===== src/rtl/pab_defines.svh =====
`ifndef PAB_DEFINES_SVH
`define PAB_DEFINES_SVH

// Register byte offsets on the APB slave
`define PAB_OFF_DEF_ATTRS 12'h000
`define PAB_OFF_STATUS    12'h004
`define PAB_OFF_COUNT     12'h008
`define PAB_OFF_CFG       12'h00c

// Page storage attribute group: reset value and bit positions
`define PAB_ATTRS_RESET   5'h08
`define PAB_ATTR_W        4
`define PAB_ATTR_I        3
`define PAB_ATTR_M        2
`define PAB_ATTR_G        1
`define PAB_ATTR_E        0

// Configuration register: coherence enable bit and its reset value
`define PAB_CFG_COH_EN    0
`define PAB_CFG_RESET     1'b1

// Sticky status bits
`define PAB_ST_UNSUP      0
`define PAB_ST_MISAL      1

// Bytes per memory beat
`define PAB_BEAT_BYTES    4'h8

`endif


===== src/rtl/pab_pkg.sv =====
package pab_pkg;

	// Request kinds coming from the load/store and fetch pipeline
	typedef enum logic [3:0] {
		KIND_LOAD,
		KIND_STORE,
		KIND_LSW,
		KIND_STSW,
		KIND_DCBZ,
		KIND_CMO,
		KIND_ICBI,
		KIND_ISYNC,
		KIND_FETCH
	} pab_kind_type;

	typedef enum logic [1:0] {
		SZ_BYTE,
		SZ_HALF,
		SZ_WORD,
		SZ_DWORD
	} pab_size_type;

	// Operations handed to the cache and memory side
	typedef enum logic [2:0] {
		MOP_READ,
		MOP_WRITE,
		MOP_ZERO,
		MOP_CMO,
		MOP_ICBI
	} pab_mop_type;

	typedef enum {
		ST_IDLE,
		ST_WAIT
	} pab_state_type;

	typedef struct packed {
		logic         valid;
		pab_kind_type kind;
		pab_size_type size;
		logic [31:0]  addr;
		logic [63:0]  data;
		logic [3:0]   str_len;
		logic         attrs_valid;
		logic [4:0]   attrs;
	} pab_req_type;

	typedef struct packed {
		logic        valid;
		pab_mop_type op;
		logic [31:0] addr;
		logic [7:0]  be;
		logic [63:0] data;
		logic        wt;
		logic        ci;
		logic        coh;
		logic        grd;
	} pab_mem_req_type;

	typedef struct packed {
		logic        valid;
		logic [63:0] data;
	} pab_mem_rsp_type;

	typedef struct packed {
		logic        valid;
		logic        err;
		logic [63:0] data;
	} pab_done_type;

endpackage : pab_pkg


===== src/rtl/pab_page_attribute_byte_order.sv =====
`timescale 1ns/1ps
`include "pab_defines.svh"
module pab_page_attribute_byte_order
#(
	parameter bit COH_SUPPORTED = 1'b1
)
(
	input  wire logic                     sys_clk,
	input  wire logic                     rst,
	input  wire logic                     psel,
	input  wire logic                     penable,
	input  wire logic                     pwrite,
	input  wire logic [11:0]              paddr,
	input  wire logic [31:0]              pwdata,
	output logic [31:0]                   prdata,
	output logic                          pready,
	output logic                          pslverr,
	input  wire pab_pkg::pab_req_type     req,
	output logic                          req_ready,
	output pab_pkg::pab_mem_req_type      mem_req,
	input  wire pab_pkg::pab_mem_rsp_type mem_rsp,
	output pab_pkg::pab_done_type         done,
	output logic                          fetch_flush
);
	import pab_pkg::*;

	logic [4:0]       def_attrs_r;
	logic             coh_en_r;
	logic [1:0]       status_r;
	logic [31:0]      count_r;
	logic [31:0]      prdata_r;
	logic             pready_r;
	logic             pslverr_r;
	logic             req_ready_r;
	logic             fetch_flush_r;
	pab_mem_req_type  mem_req_r;
	pab_done_type     done_r;
	pab_state_type    state_r;
	logic [7:0]       ld_be_r;
	logic [7:0][2:0]  ld_src_r;

	logic [4:0]       attrs;
	logic [2:0]       off;
	logic [3:0]       nbytes;
	logic             is_str;
	logic             is_read;
	logic             is_data;
	logic             is_zero;
	logic             chk;
	logic             unsup;
	logic             misal;
	logic             bad;
	logic             take;
	logic             issue;
	logic             rd_ret;
	pab_mop_type      mop;
	logic [7:0]       lane_be;
	logic [7:0][2:0]  lane_src;
	logic [63:0]      lane_wd;
	logic [63:0]      ld_nxt;

	logic             setup;
	logic             wr_acc;
	logic             hit;
	logic [31:0]      rd_mux;
	logic [1:0]       st_set;
	logic [1:0]       st_clr;

	// Request decode
	assign take = req.valid & req_ready_r;
	// A request without its own attributes uses the held default group
	assign attrs = req.attrs_valid ? req.attrs : def_attrs_r;
	assign off = req.addr[2:0];
	assign is_str = (req.kind == KIND_LSW) || (req.kind == KIND_STSW);
	assign is_read = (req.kind == KIND_LOAD) || (req.kind == KIND_LSW) || (req.kind == KIND_FETCH);
	assign is_data = is_read || (req.kind == KIND_STORE) || (req.kind == KIND_STSW);
	assign is_zero = (req.kind == KIND_DCBZ);

	// Access length in bytes; a string length of 0 or above 8 means a full beat
	always_comb
	begin
		if (is_str)
			nbytes = ((req.str_len == 4'h0) || (req.str_len > `PAB_BEAT_BYTES)) ? `PAB_BEAT_BYTES : req.str_len;
		else
			nbytes = 4'h1 << req.size;
	end

	// Attribute check; G and E never enter it, so any value of them passes
	assign unsup = (attrs[`PAB_ATTR_W] & attrs[`PAB_ATTR_I])
		| (attrs[`PAB_ATTR_M] & ~(COH_SUPPORTED & coh_en_r));
	// An access must stay inside one 8-byte beat
	assign misal = is_data & (({1'b0, off} + nbytes) > `PAB_BEAT_BYTES);
	// Cache-management ops other than dcbz skip the check, even on cached CI lines
	assign chk = is_data | is_zero;
	// No alias comparison: differing W, G or E between aliases is never refused
	assign bad = chk & (unsup | misal);
	// Taken, passes the check and needs a memory beat; isync never does
	assign issue = take & ~bad & (req.kind != KIND_ISYNC);
	assign rd_ret = (state_r == ST_WAIT) & mem_rsp.valid;

	// Byte steering per memory lane; lane k is address offset k
	for (genvar k = 0; k < 8; k++)
	begin : g_lane
		logic [2:0] j;
		logic [2:0] sidx;

		assign j = 3'(k) - off;
		// Big-endian reverses within the access size, little-endian is straight
		assign sidx = attrs[`PAB_ATTR_E] ? j : 3'(nbytes - 4'h1) - j;
		// String byte j goes to the leftmost free byte of word j/4
		assign lane_src[k] = is_str ? {j[2], ~j[1:0]} : sidx;
		assign lane_be[k] = (3'(k) >= off) && ({1'b0, j} < nbytes);
		assign lane_wd[8*k +: 8] = req.data[8*lane_src[k] +: 8];
	end

	// Load gather uses the same lane map as the store, so reads round-trip
	always_comb
	begin
		ld_nxt = 64'h0;
		for (int k = 0; k < 8; k++)
		begin
			if (ld_be_r[k])
				ld_nxt[8*ld_src_r[k] +: 8] = mem_rsp.data[8*k +: 8];
		end
	end

	// Memory operation for each request kind
	always_comb
	begin
		unique case (req.kind)
			KIND_LOAD, KIND_LSW, KIND_FETCH: mop = MOP_READ;
			KIND_STORE, KIND_STSW:           mop = MOP_WRITE;
			KIND_DCBZ:                       mop = MOP_ZERO;
			KIND_ICBI:                       mop = MOP_ICBI;
			default:                         mop = MOP_CMO;
		endcase
	end

	// Sequencer; one read outstanding keeps the gather map simple
	always_ff @(posedge sys_clk)
	begin
		if (rst)
		begin
			state_r <= ST_IDLE;
			req_ready_r <= 1'b1;
		end
		else
		begin
			unique case (state_r)
				ST_IDLE:
				begin
					// A read closes the port until memory answers
					if (issue && is_read)
					begin
						state_r <= ST_WAIT;
						req_ready_r <= 1'b0;
					end
				end
				ST_WAIT:
				begin
					if (mem_rsp.valid)
					begin
						state_r <= ST_IDLE;
						req_ready_r <= 1'b1;
					end
				end
			endcase
		end
	end

	// Memory beat; a one-cycle pulse whose fields hold until the next beat
	always_ff @(posedge sys_clk)
	begin
		if (rst)
			mem_req_r <= '0;
		else
		begin
			mem_req_r.valid <= issue;
			if (issue)
			begin
				mem_req_r.op <= mop;
				mem_req_r.addr <= {req.addr[31:3], 3'h0};
				mem_req_r.be <= is_zero ? 8'hff : (is_data ? lane_be : 8'h0);
				mem_req_r.data <= is_zero ? 64'h0 : lane_wd;
				// Attributes travel with the beat so memory keeps coherence
				mem_req_r.wt <= attrs[`PAB_ATTR_W];
				mem_req_r.ci <= attrs[`PAB_ATTR_I];
				mem_req_r.coh <= attrs[`PAB_ATTR_M];
				mem_req_r.grd <= attrs[`PAB_ATTR_G];
			end
		end
	end

	// Completion; a refused request answers at once with its error set
	always_ff @(posedge sys_clk)
	begin
		if (rst)
			done_r <= '0;
		else
		begin
			done_r.valid <= 1'b0;
			if (take)
			begin
				// A read answers later, from the gathered memory word
				done_r.valid <= ~(issue & is_read);
				done_r.err <= bad;
				done_r.data <= 64'h0;
			end
			else if (rd_ret)
			begin
				done_r.valid <= 1'b1;
				done_r.err <= 1'b0;
				done_r.data <= ld_nxt;
			end
		end
	end

	// Drops the fetch buffer the cycle after any taken isync, prior block invalidate or not
	always_ff @(posedge sys_clk)
	begin
		if (rst)
			fetch_flush_r <= 1'b0;
		else
			fetch_flush_r <= take & (req.kind == KIND_ISYNC);
	end

	// Lane map of the outstanding read; the gather must not follow the live request
	always_ff @(posedge sys_clk)
	begin
		if (rst)
		begin
			ld_be_r <= 8'h0;
			ld_src_r <= '0;
		end
		else if (issue && is_read)
		begin
			ld_be_r <= lane_be;
			ld_src_r <= lane_src;
		end
	end

	// APB decode; the slave answers with no wait state
	assign setup = psel & ~penable;
	assign wr_acc = psel & penable & pready_r & pwrite;
	assign hit = (paddr == `PAB_OFF_DEF_ATTRS) || (paddr == `PAB_OFF_STATUS)
		|| (paddr == `PAB_OFF_COUNT) || (paddr == `PAB_OFF_CFG);

	always_comb
	begin
		unique case (paddr)
			`PAB_OFF_DEF_ATTRS: rd_mux = {27'h0, def_attrs_r};
			`PAB_OFF_STATUS:    rd_mux = {30'h0, status_r};
			`PAB_OFF_COUNT:     rd_mux = count_r;
			`PAB_OFF_CFG:       rd_mux = {31'h0, coh_en_r};
			default:            rd_mux = 32'h0;
		endcase
	end

	// Answer is prepared at the setup edge and shown during the access cycle
	always_ff @(posedge sys_clk)
	begin
		if (rst)
		begin
			pready_r <= 1'b0;
			pslverr_r <= 1'b0;
			prdata_r <= 32'h0;
		end
		else
		begin
			pready_r <= setup;
			pslverr_r <= setup & ~hit;
			prdata_r <= (setup & ~pwrite) ? rd_mux : 32'h0;
		end
	end

	// Default attribute group, writable by software
	always_ff @(posedge sys_clk)
	begin
		if (rst)
			def_attrs_r <= `PAB_ATTRS_RESET;
		else if (wr_acc && (paddr == `PAB_OFF_DEF_ATTRS))
			def_attrs_r <= pwdata[4:0];
	end

	// Coherence support enable; has no effect when the build leaves it out
	always_ff @(posedge sys_clk)
	begin
		if (rst)
			coh_en_r <= `PAB_CFG_RESET;
		else if (wr_acc && (paddr == `PAB_OFF_CFG))
			coh_en_r <= pwdata[`PAB_CFG_COH_EN];
	end

	// Sticky error flags, write one to clear; a new event beats the clear
	assign st_set[`PAB_ST_UNSUP] = take & chk & unsup;
	assign st_set[`PAB_ST_MISAL] = take & misal;
	assign st_clr = (wr_acc && (paddr == `PAB_OFF_STATUS)) ? pwdata[1:0] : 2'h0;

	always_ff @(posedge sys_clk)
	begin
		if (rst)
			status_r <= 2'h0;
		else
			status_r <= (status_r & ~st_clr) | st_set;
	end

	// Count of beats sent to memory, wraps silently
	always_ff @(posedge sys_clk)
	begin
		if (rst)
			count_r <= 32'h0;
		else if (issue)
			count_r <= count_r + 32'h1;
	end

	// Every output comes straight from a flip-flop
	assign prdata = prdata_r;
	assign pready = pready_r;
	assign pslverr = pslverr_r;
	assign req_ready = req_ready_r;
	assign mem_req = mem_req_r;
	assign done = done_r;
	assign fetch_flush = fetch_flush_r;

endmodule : pab_page_attribute_byte_order


===== config.mk =====
export PLATFORM = sky130hd
export DESIGN_NAME = pab_page_attribute_byte_order
export DESIGN_NICKNAME = d
export VERILOG_FILES = /design/src/rtl/pab_pkg.sv /design/src/rtl/pab_page_attribute_byte_order.sv
export VERILOG_INCLUDE_DIRS = /design/src /design/src/rtl
export SDC_FILE = /design/constraint.sdc
export NUM_CORES = 1
export LEC_CHECK = 0
export BUFFER_PORTS_ARGS = -buffer_cell sky130_fd_sc_hd__buf_2
export CAP_MARGIN = 15
export CORE_ASPECT_RATIO = 1.5
export CORE_MARGIN = 1.5
export CORE_UTILIZATION = 35
export CTS_CLUSTER_SIZE = 14
export DETAILED_ROUTE_END_ITERATION = 6
export HOLD_SLACK_MARGIN = 0.02
export PLACE_DENSITY_LB_ADDON = 0.25
export SLEW_MARGIN = 0
export SYNTH_ARGS = -nofsm -noshare
export SYNTH_HDL_FRONTEND = slang
export SYNTH_SLANG_ARGS = --single-unit

===== constraint.sdc =====
create_clock -name sys_clk -period 4.4 [get_ports sys_clk]
set_clock_uncertainty 0.15 [all_clocks]
set_input_delay 0.22 -clock sys_clk [delete_from_list [all_inputs] [get_ports sys_clk]]
set_output_delay 0.22 -clock sys_clk [all_outputs]
set_load 0.005 [all_outputs]

## Word-level counts from Yosys, hierarchy flattened

Cells that the tools add are included.

- Add/sub/neg operators: 27
- Order comparisons: 18
- Equality and inequality tests: 15
- Shift-type cells: 25
- Mux-type cells: 48
- Bitwise operators: 41
- Reductions and logical operators: 31

Operators with widths:

| cell | number |
|---|---|
| $mux 64 | 9 |
| $shift 8x34->64 const A | 8 |
| $shiftx 64x7->8 | 8 |
| $shiftx 8x34->64 | 8 |
| $bwmux 64 | 7 |
| $neg 6->34 | 8 |
| $mux 66 | 2 |
| $pmux 32 s4 | 1 |
| $and 64x64->64 | 1 |
| $mux 32 | 2 |
| $pmux 32 s2 | 1 |
| $mux 3 | 16 |
| $add 32x1->32 const B | 1 |
| $eq 32x1->1 const B | 1 |
| $eq 32x2->1 const B | 1 |
| $logic_not 32->1 | 1 |
| $lt 3x4->1 | 8 |
| $eq 12x4->1 const B | 2 |
| $sub 3x3->3 | 8 |
| $and 1x1->1 | 19 |
| $not 2->2 | 9 |
| $mux 8 | 2 |
| $eq 12x3->1 const B | 1 |
| $eq 4x3->1 const B | 3 |
| 33 further kinds | 78 |

- Register bits: 315
- Output and inout port bits: 214
- Word-level logic and storage cells: 236

## Longest topological paths before layout

- Depth after elaboration: 20
- Depth in mapped cells: 16
- Mapped depth without buffers: 12

## Worst setup path before layout

No wires, ideal clock.

- Path kind: in2reg
- From: input req[110] (netlist bit)
- To: register mem_req_r (netlist bit mem_req[62])
- Setup time: 0.122 ns
- Arrival: 3.754 ns
- Path slack: 0.374 ns
- Stages: 13
- Path buffers: 4
- Cell sequence: buf_2 -> or3b_1 -> buf_6 -> o21ai_0 -> inv_1 -> ha_1 -> fa_1 -> nand3_1 -> nand3_1 -> clkbuf_1 -> clkbuf_1 -> mux2i_1 -> a221o_1

- Word-level cells in the longest chain between the ends: 11
- Elaborated cells between the ends (all ways): 28
- Those cells by class: add/sub: 3; order compare: 1; eq/ne: 6; shift: 1; mux: 4; bitwise: 7; reduce/logical: 6

Ends and longest elaborated chain:

| what | line | text |
|---|---|---|
| start: declaration | pab_page_attribute_byte_order.sv:18 | `input wire pab_pkg::pab_req_type req,` |
| parallel branches: the longest is 11 deep, another holds $sub 3x1->3 | - |  |
| end: declaration | pab_page_attribute_byte_order.sv:36 | `pab_mem_req_type mem_req_r;` |

Parallel ways; which one is timed is not known.
A chain may end at the register's enable or synchronous reset.

## Worst setup path after layout

- From: register ld_src_r[0] (netlist bit)
- To: register done_r (netlist bit done[32])

- Word-level cells in the longest chain between the ends: 18
- Elaborated cells between the ends (all ways): 19
- Those cells by class: add/sub: 1; shift: 2; mux: 15; bitwise: 1

Ends and longest elaborated chain:

| what | line | text |
|---|---|---|
| start: declaration | pab_page_attribute_byte_order.sv:40 | `logic [7:0][2:0] ld_src_r;` |
| start signal: assignment | pab_page_attribute_byte_order.sv:238 | `ld_src_r <= lane_src;` |
| $neg 6->34 * | pab_page_attribute_byte_order.sv:123 | `ld_nxt[8*ld_src_r[k] +: 8] = mem_rsp.data[8*k +: 8];` |
| $shiftx 8x34->64 / $shift 8x34->64 (equally long branches) | pab_page_attribute_byte_order.sv:123 |  |
| $and 64x64->64 (no source line) * | - |  |
| $mux 64 * | pab_page_attribute_byte_order.sv:122 | `if (ld_be_r[k])` |
| $bwmux 64 | pab_page_attribute_byte_order.sv:123 |  |
| $mux 64 * | pab_page_attribute_byte_order.sv:122 |  |
| $bwmux 64 | pab_page_attribute_byte_order.sv:123 |  |
| $mux 64 * | pab_page_attribute_byte_order.sv:122 |  |
| (+2 left out) | - |  |
| $bwmux 64 | pab_page_attribute_byte_order.sv:123 |  |
| $mux 64 * | pab_page_attribute_byte_order.sv:122 |  |
| $bwmux 64 | pab_page_attribute_byte_order.sv:123 |  |
| $mux 64 * | pab_page_attribute_byte_order.sv:122 |  |
| $bwmux 64 | pab_page_attribute_byte_order.sv:123 |  |
| $mux 64 * | pab_page_attribute_byte_order.sv:122 |  |
| $bwmux 64 | pab_page_attribute_byte_order.sv:123 |  |
| $mux 64 * | pab_page_attribute_byte_order.sv:122 |  |
| end: declaration | pab_page_attribute_byte_order.sv:37 | `pab_done_type done_r;` |

Every way passes the cells marked *; elsewhere a longest branch is shown, timed or not.

==> metrics.md <==
| Metric | Value |
|---|---|
| Vias in the first global route | `21600` |
| Worst Hold Depth | `4` |
| Max Cap Viol | `0` |
| Detail Route Antenna Nets | `0` |
| Total gr overflow | `0` |
| Initial Utilization | `35.5%` |
| Die width | `194 um` |
| Unrepaired setup endpoints after global routing | `no` |
| Critical path type | `reg -> reg` |
| Vias/cell | `6.20` |
| Register area share after synthesis | `28.7%` |
| Failing checks | `design-rule violations` |
| CTS Sinks | `274` |
| Worst Path Arrival | `4.55 ns` |
| R2R cell count | `10` |
| Layout Nets | `3110` |
| Worst EP required | `4.79 ns` |
| Final setup viols | `0` |
| Core Util, Final | `44.6%` |
| Ys flop type | `dfxtp_1` |
| I/O pin cnt | `441` |
| Fraction of registers with async set/reset | `0%` |
| Root buf cell | `clkbuf_16` |
| Vias | `22000` |
| First-pass GRT wire length | `138 mm` |
| Synth Warn # | `0` |
| Synth Instances | `2417` |
| Outcome | `complete, but fails checks` |
| Synth area leader | `dfxtp_1` |
| Power per cell area | `310 nW/um^2` |
| Drt drc | `25` |
| Worst-path clk slew | `0.06 ns` |
| Core box area | `53700 sq um` |
| Post-DP HPWL | `72.4 mm` |
| Count leader, synth | `dfxtp_1` |
| Die Outline Area | `56000 sq um` |
| Synth Register Bits | `274` |
| Mean post-synth cell area | `7.90 sq um` |
| Worst hold-check path type | `in -> reg` |
| Worst skew pair latency | `0.60 ns` |
| Slew @ Worst Pin | `1.11 ns` |
| Post-synth EDFFs | `0` |
| Adder-Cell Fraction of Synth Area | `3.45%` |
| Final Cell Area | `24000 sq um` |
| Fin. Hold Viols | `0` |
| CTS tree | `done` |
| Pre-Repair DR Iteration Count | `7` |
| Top area cells in the synthesized netlist | `dfxtp_1 29%, mux2i_1 9.1%, a21oi_1 5.4%` |
| Clk buf depth | `3` |
| Initial antenna violation count | `1` |
| Nature of the critical path startpoint | `flop` |
| Syn Std Cell Area | `19100 sq um` |
| Xor/xnor cell area share of the yosys netlist | `1.20%` |
| RePlAce Congestion | `1.00` |
| # H-tree levels | `1` |
| GRT Util Overall | `32.7%` |
| Port bufs | `410` |
| Synth top area share | `28.7%` |
| Placed cell areas | `21700 sq um` |
| Most instantiated cells after synthesis | `274 x dfxtp_1, 249 x nand2_1, 206 x a21oi_1` |
| Main combinational cell family by area after synthesis | `compound AO/OA/AOI/OAI gates` |
| Rel. slew slack | `25.2%` |
| Wire length per cell | `26.9 um` |
| Post-CTS Resized | `0` |
| Max VDD drop | `0.309 mV` |
| Worst hold slack | `0.0342 ns` |
| Violation count after the first detailed-route iteration | `1944` |
| Static Leak | `10.0 nW` |
| Max Fclk | `0.240 GHz` |
| Std-Cell Rows | `104` |
| Worst Path Max Fanout | `10` |
| Layout Area Growth over Synthesis | `25.5%` |
| Die Span Y | `289 um` |
| Final Cycle Share | `94.5%` |
| Mux contribution to synthesized area | `9.42%` |
| Pin count of the biggest net entering global routing | `98` |
| Share of layout cells above drive strength 1 | `20.1%` |
| Final wirelength | `95.4 mm` |
| Total power | `7.43 mW` |
| Min Clock Period, post-route | `4.16 ns` |
| CTS buffer count | `30` |
| Final Slew Violations | `0` |
| Buffer count from post-CTS setup fixing | `0` |
| Synth Area in Compound Gates | `27.6%` |
| Area share of and/or/nand/nor cells after synthesis | `24.0%` |
| Setup Total Neg Slack | `0 ns` |
| Synth cell types | `88` |
| Crit path capture type | `flop` |
| Filler instances | `5444` |
[path summary, 6_finish.rpt]
path                                  from                  endpoint  slack (ns)
setup reg to reg  ld_src_r[0]$_SDFFE_PP0P_     done[32]$_SDFFE_PP0P_        0.24
hold reg to reg      done[57]$_SDFFE_PP0P_     done[57]$_SDFFE_PP0P_        0.30
hold / removal                     req[72]  mem_req[50]$_SDFFE_PP0N_        0.03
setup / recovery  ld_src_r[0]$_SDFFE_PP0P_     done[32]$_SDFFE_PP0P_        0.24
[kinds of logic (layout without fill, tap and decap cells)]
family	count (synthesis)	after routing
flip-flops	274	274
multiplexers	178	178
AND/OR/NAND/NOR	889	889
other	1	4
XOR/XNOR	19	19
buffers and inverters	264	700
AO/OA/AOI/OAI	743	743
adder cells (fa/ha/maj)	49	49
[critical path, cell delays in order, from the launching register on]
cell and delay (ns):
dfxtp_1 0.34, inv_1 0.17, ha_1 0.32, ha_1 0.50, o21ai_0 0.33, or4_1 0.67
nand3b_1 0.34, a221oi_1 0.16, o31a_1 0.37, o21ai_0 0.17, dlygate4sd3_1 0.58
[where the power goes]
group | switching, mW | internal, mW
Combinational | 1.23 | 0.785
Sequential | 0.0967 | 2.65
Clock | 1.11 | 1.57
Total | 2.44 | 5.00
[sequential cells by signal, indices dropped and copies added, names as in the netlist]
signal,count
coh_en_r,1
pslverr,1
def_attrs_r,5
ld_be_r,8
state_r,1
req_ready,1
ld_src_r,14
pready,1
fetch_flush,1
count_r,32
status_r,2
mem_req,109
prdata,32
done,66
[cells in the final DEF (no fill, tap or decap), types with 13 or more instances in the layout]
cell | Yosys | final
a221o_1 | 84 | 81
dlygate4sd3_1 | 0 | 117
a221oi_1 | 55 | 55
nand2b_1 | 21 | 21
dfxtp_1 | 274 | 274
buf_4 | 4 | 71
buf_2 | 19 | 409
o31ai_1 | 22 | 22
and3_1 | 82 | 82
xnor2_1 | 13 | 13
o211ai_1 | 37 | 37
nand3_1 | 82 | 81
a211oi_1 | 33 | 33
nor2_1 | 161 | 160
mux2i_1 | 174 | 174
and2_1 | 42 | 42
or4_1 | 13 | 13
nor4_1 | 15 | 14
a31oi_1 | 24 | 24
nand2_1 | 249 | 249
nand4_1 | 27 | 27
a22oi_1 | 20 | 20
nor2b_1 | 30 | 30
a311oi_1 | 22 | 22
o21ai_0 | 108 | 108
nor3_1 | 61 | 61
a21oi_1 | 206 | 205
clkbuf_16 | 0 | 30
inv_1 | 48 | 47
ha_1 | 43 | 43
o221ai_1 | 17 | 17
or3_1 | 36 | 36
[area by class of cell]
class / instances / area, sq um / share of cell area, %
flip-flops and latches: 274 / 5490 / 22.9
well taps: 689 / 862 / 3.60
inverters: 48 / 180 / 0.752
multi-input cells: 1881 / 12600 / 52.6
diodes: 1 / 2.50 / 0.0104
clock inverters: 10 / 165 / 0.689
clock buffers: 43 / 880 / 3.67
repair buffers: 599 / 3790 / 15.8
[metrics by stage]
step	worst slack (ns)	cells
floorplan	0.374	2419
global placement	0.307	3374
detailed placement	0.269	3374
CTS	0.326	3544
global route	0.0420	3545
finish	0.242	3545
[timing repair]
| action | CTS | global route |
|---|---|---|
| hold endpoints to repair | 136 | 0 |
| hold buffers | 117 | 0 |
| setup endpoints to repair | 0 | 0 |
[per-layer routing]
layer	vias up	wire (um)	share of wire [%]	global-route usage, %
met3	342	6880	7.2	5.12
li1	9991	-	-	-
met2	1188	46400	49	58.1
met4	0	7880	8.3	23.8
met5	-	0	0	0
met1	10500	34300	36	35.4
Note: power is estimated with default switching activity, not from simulation.
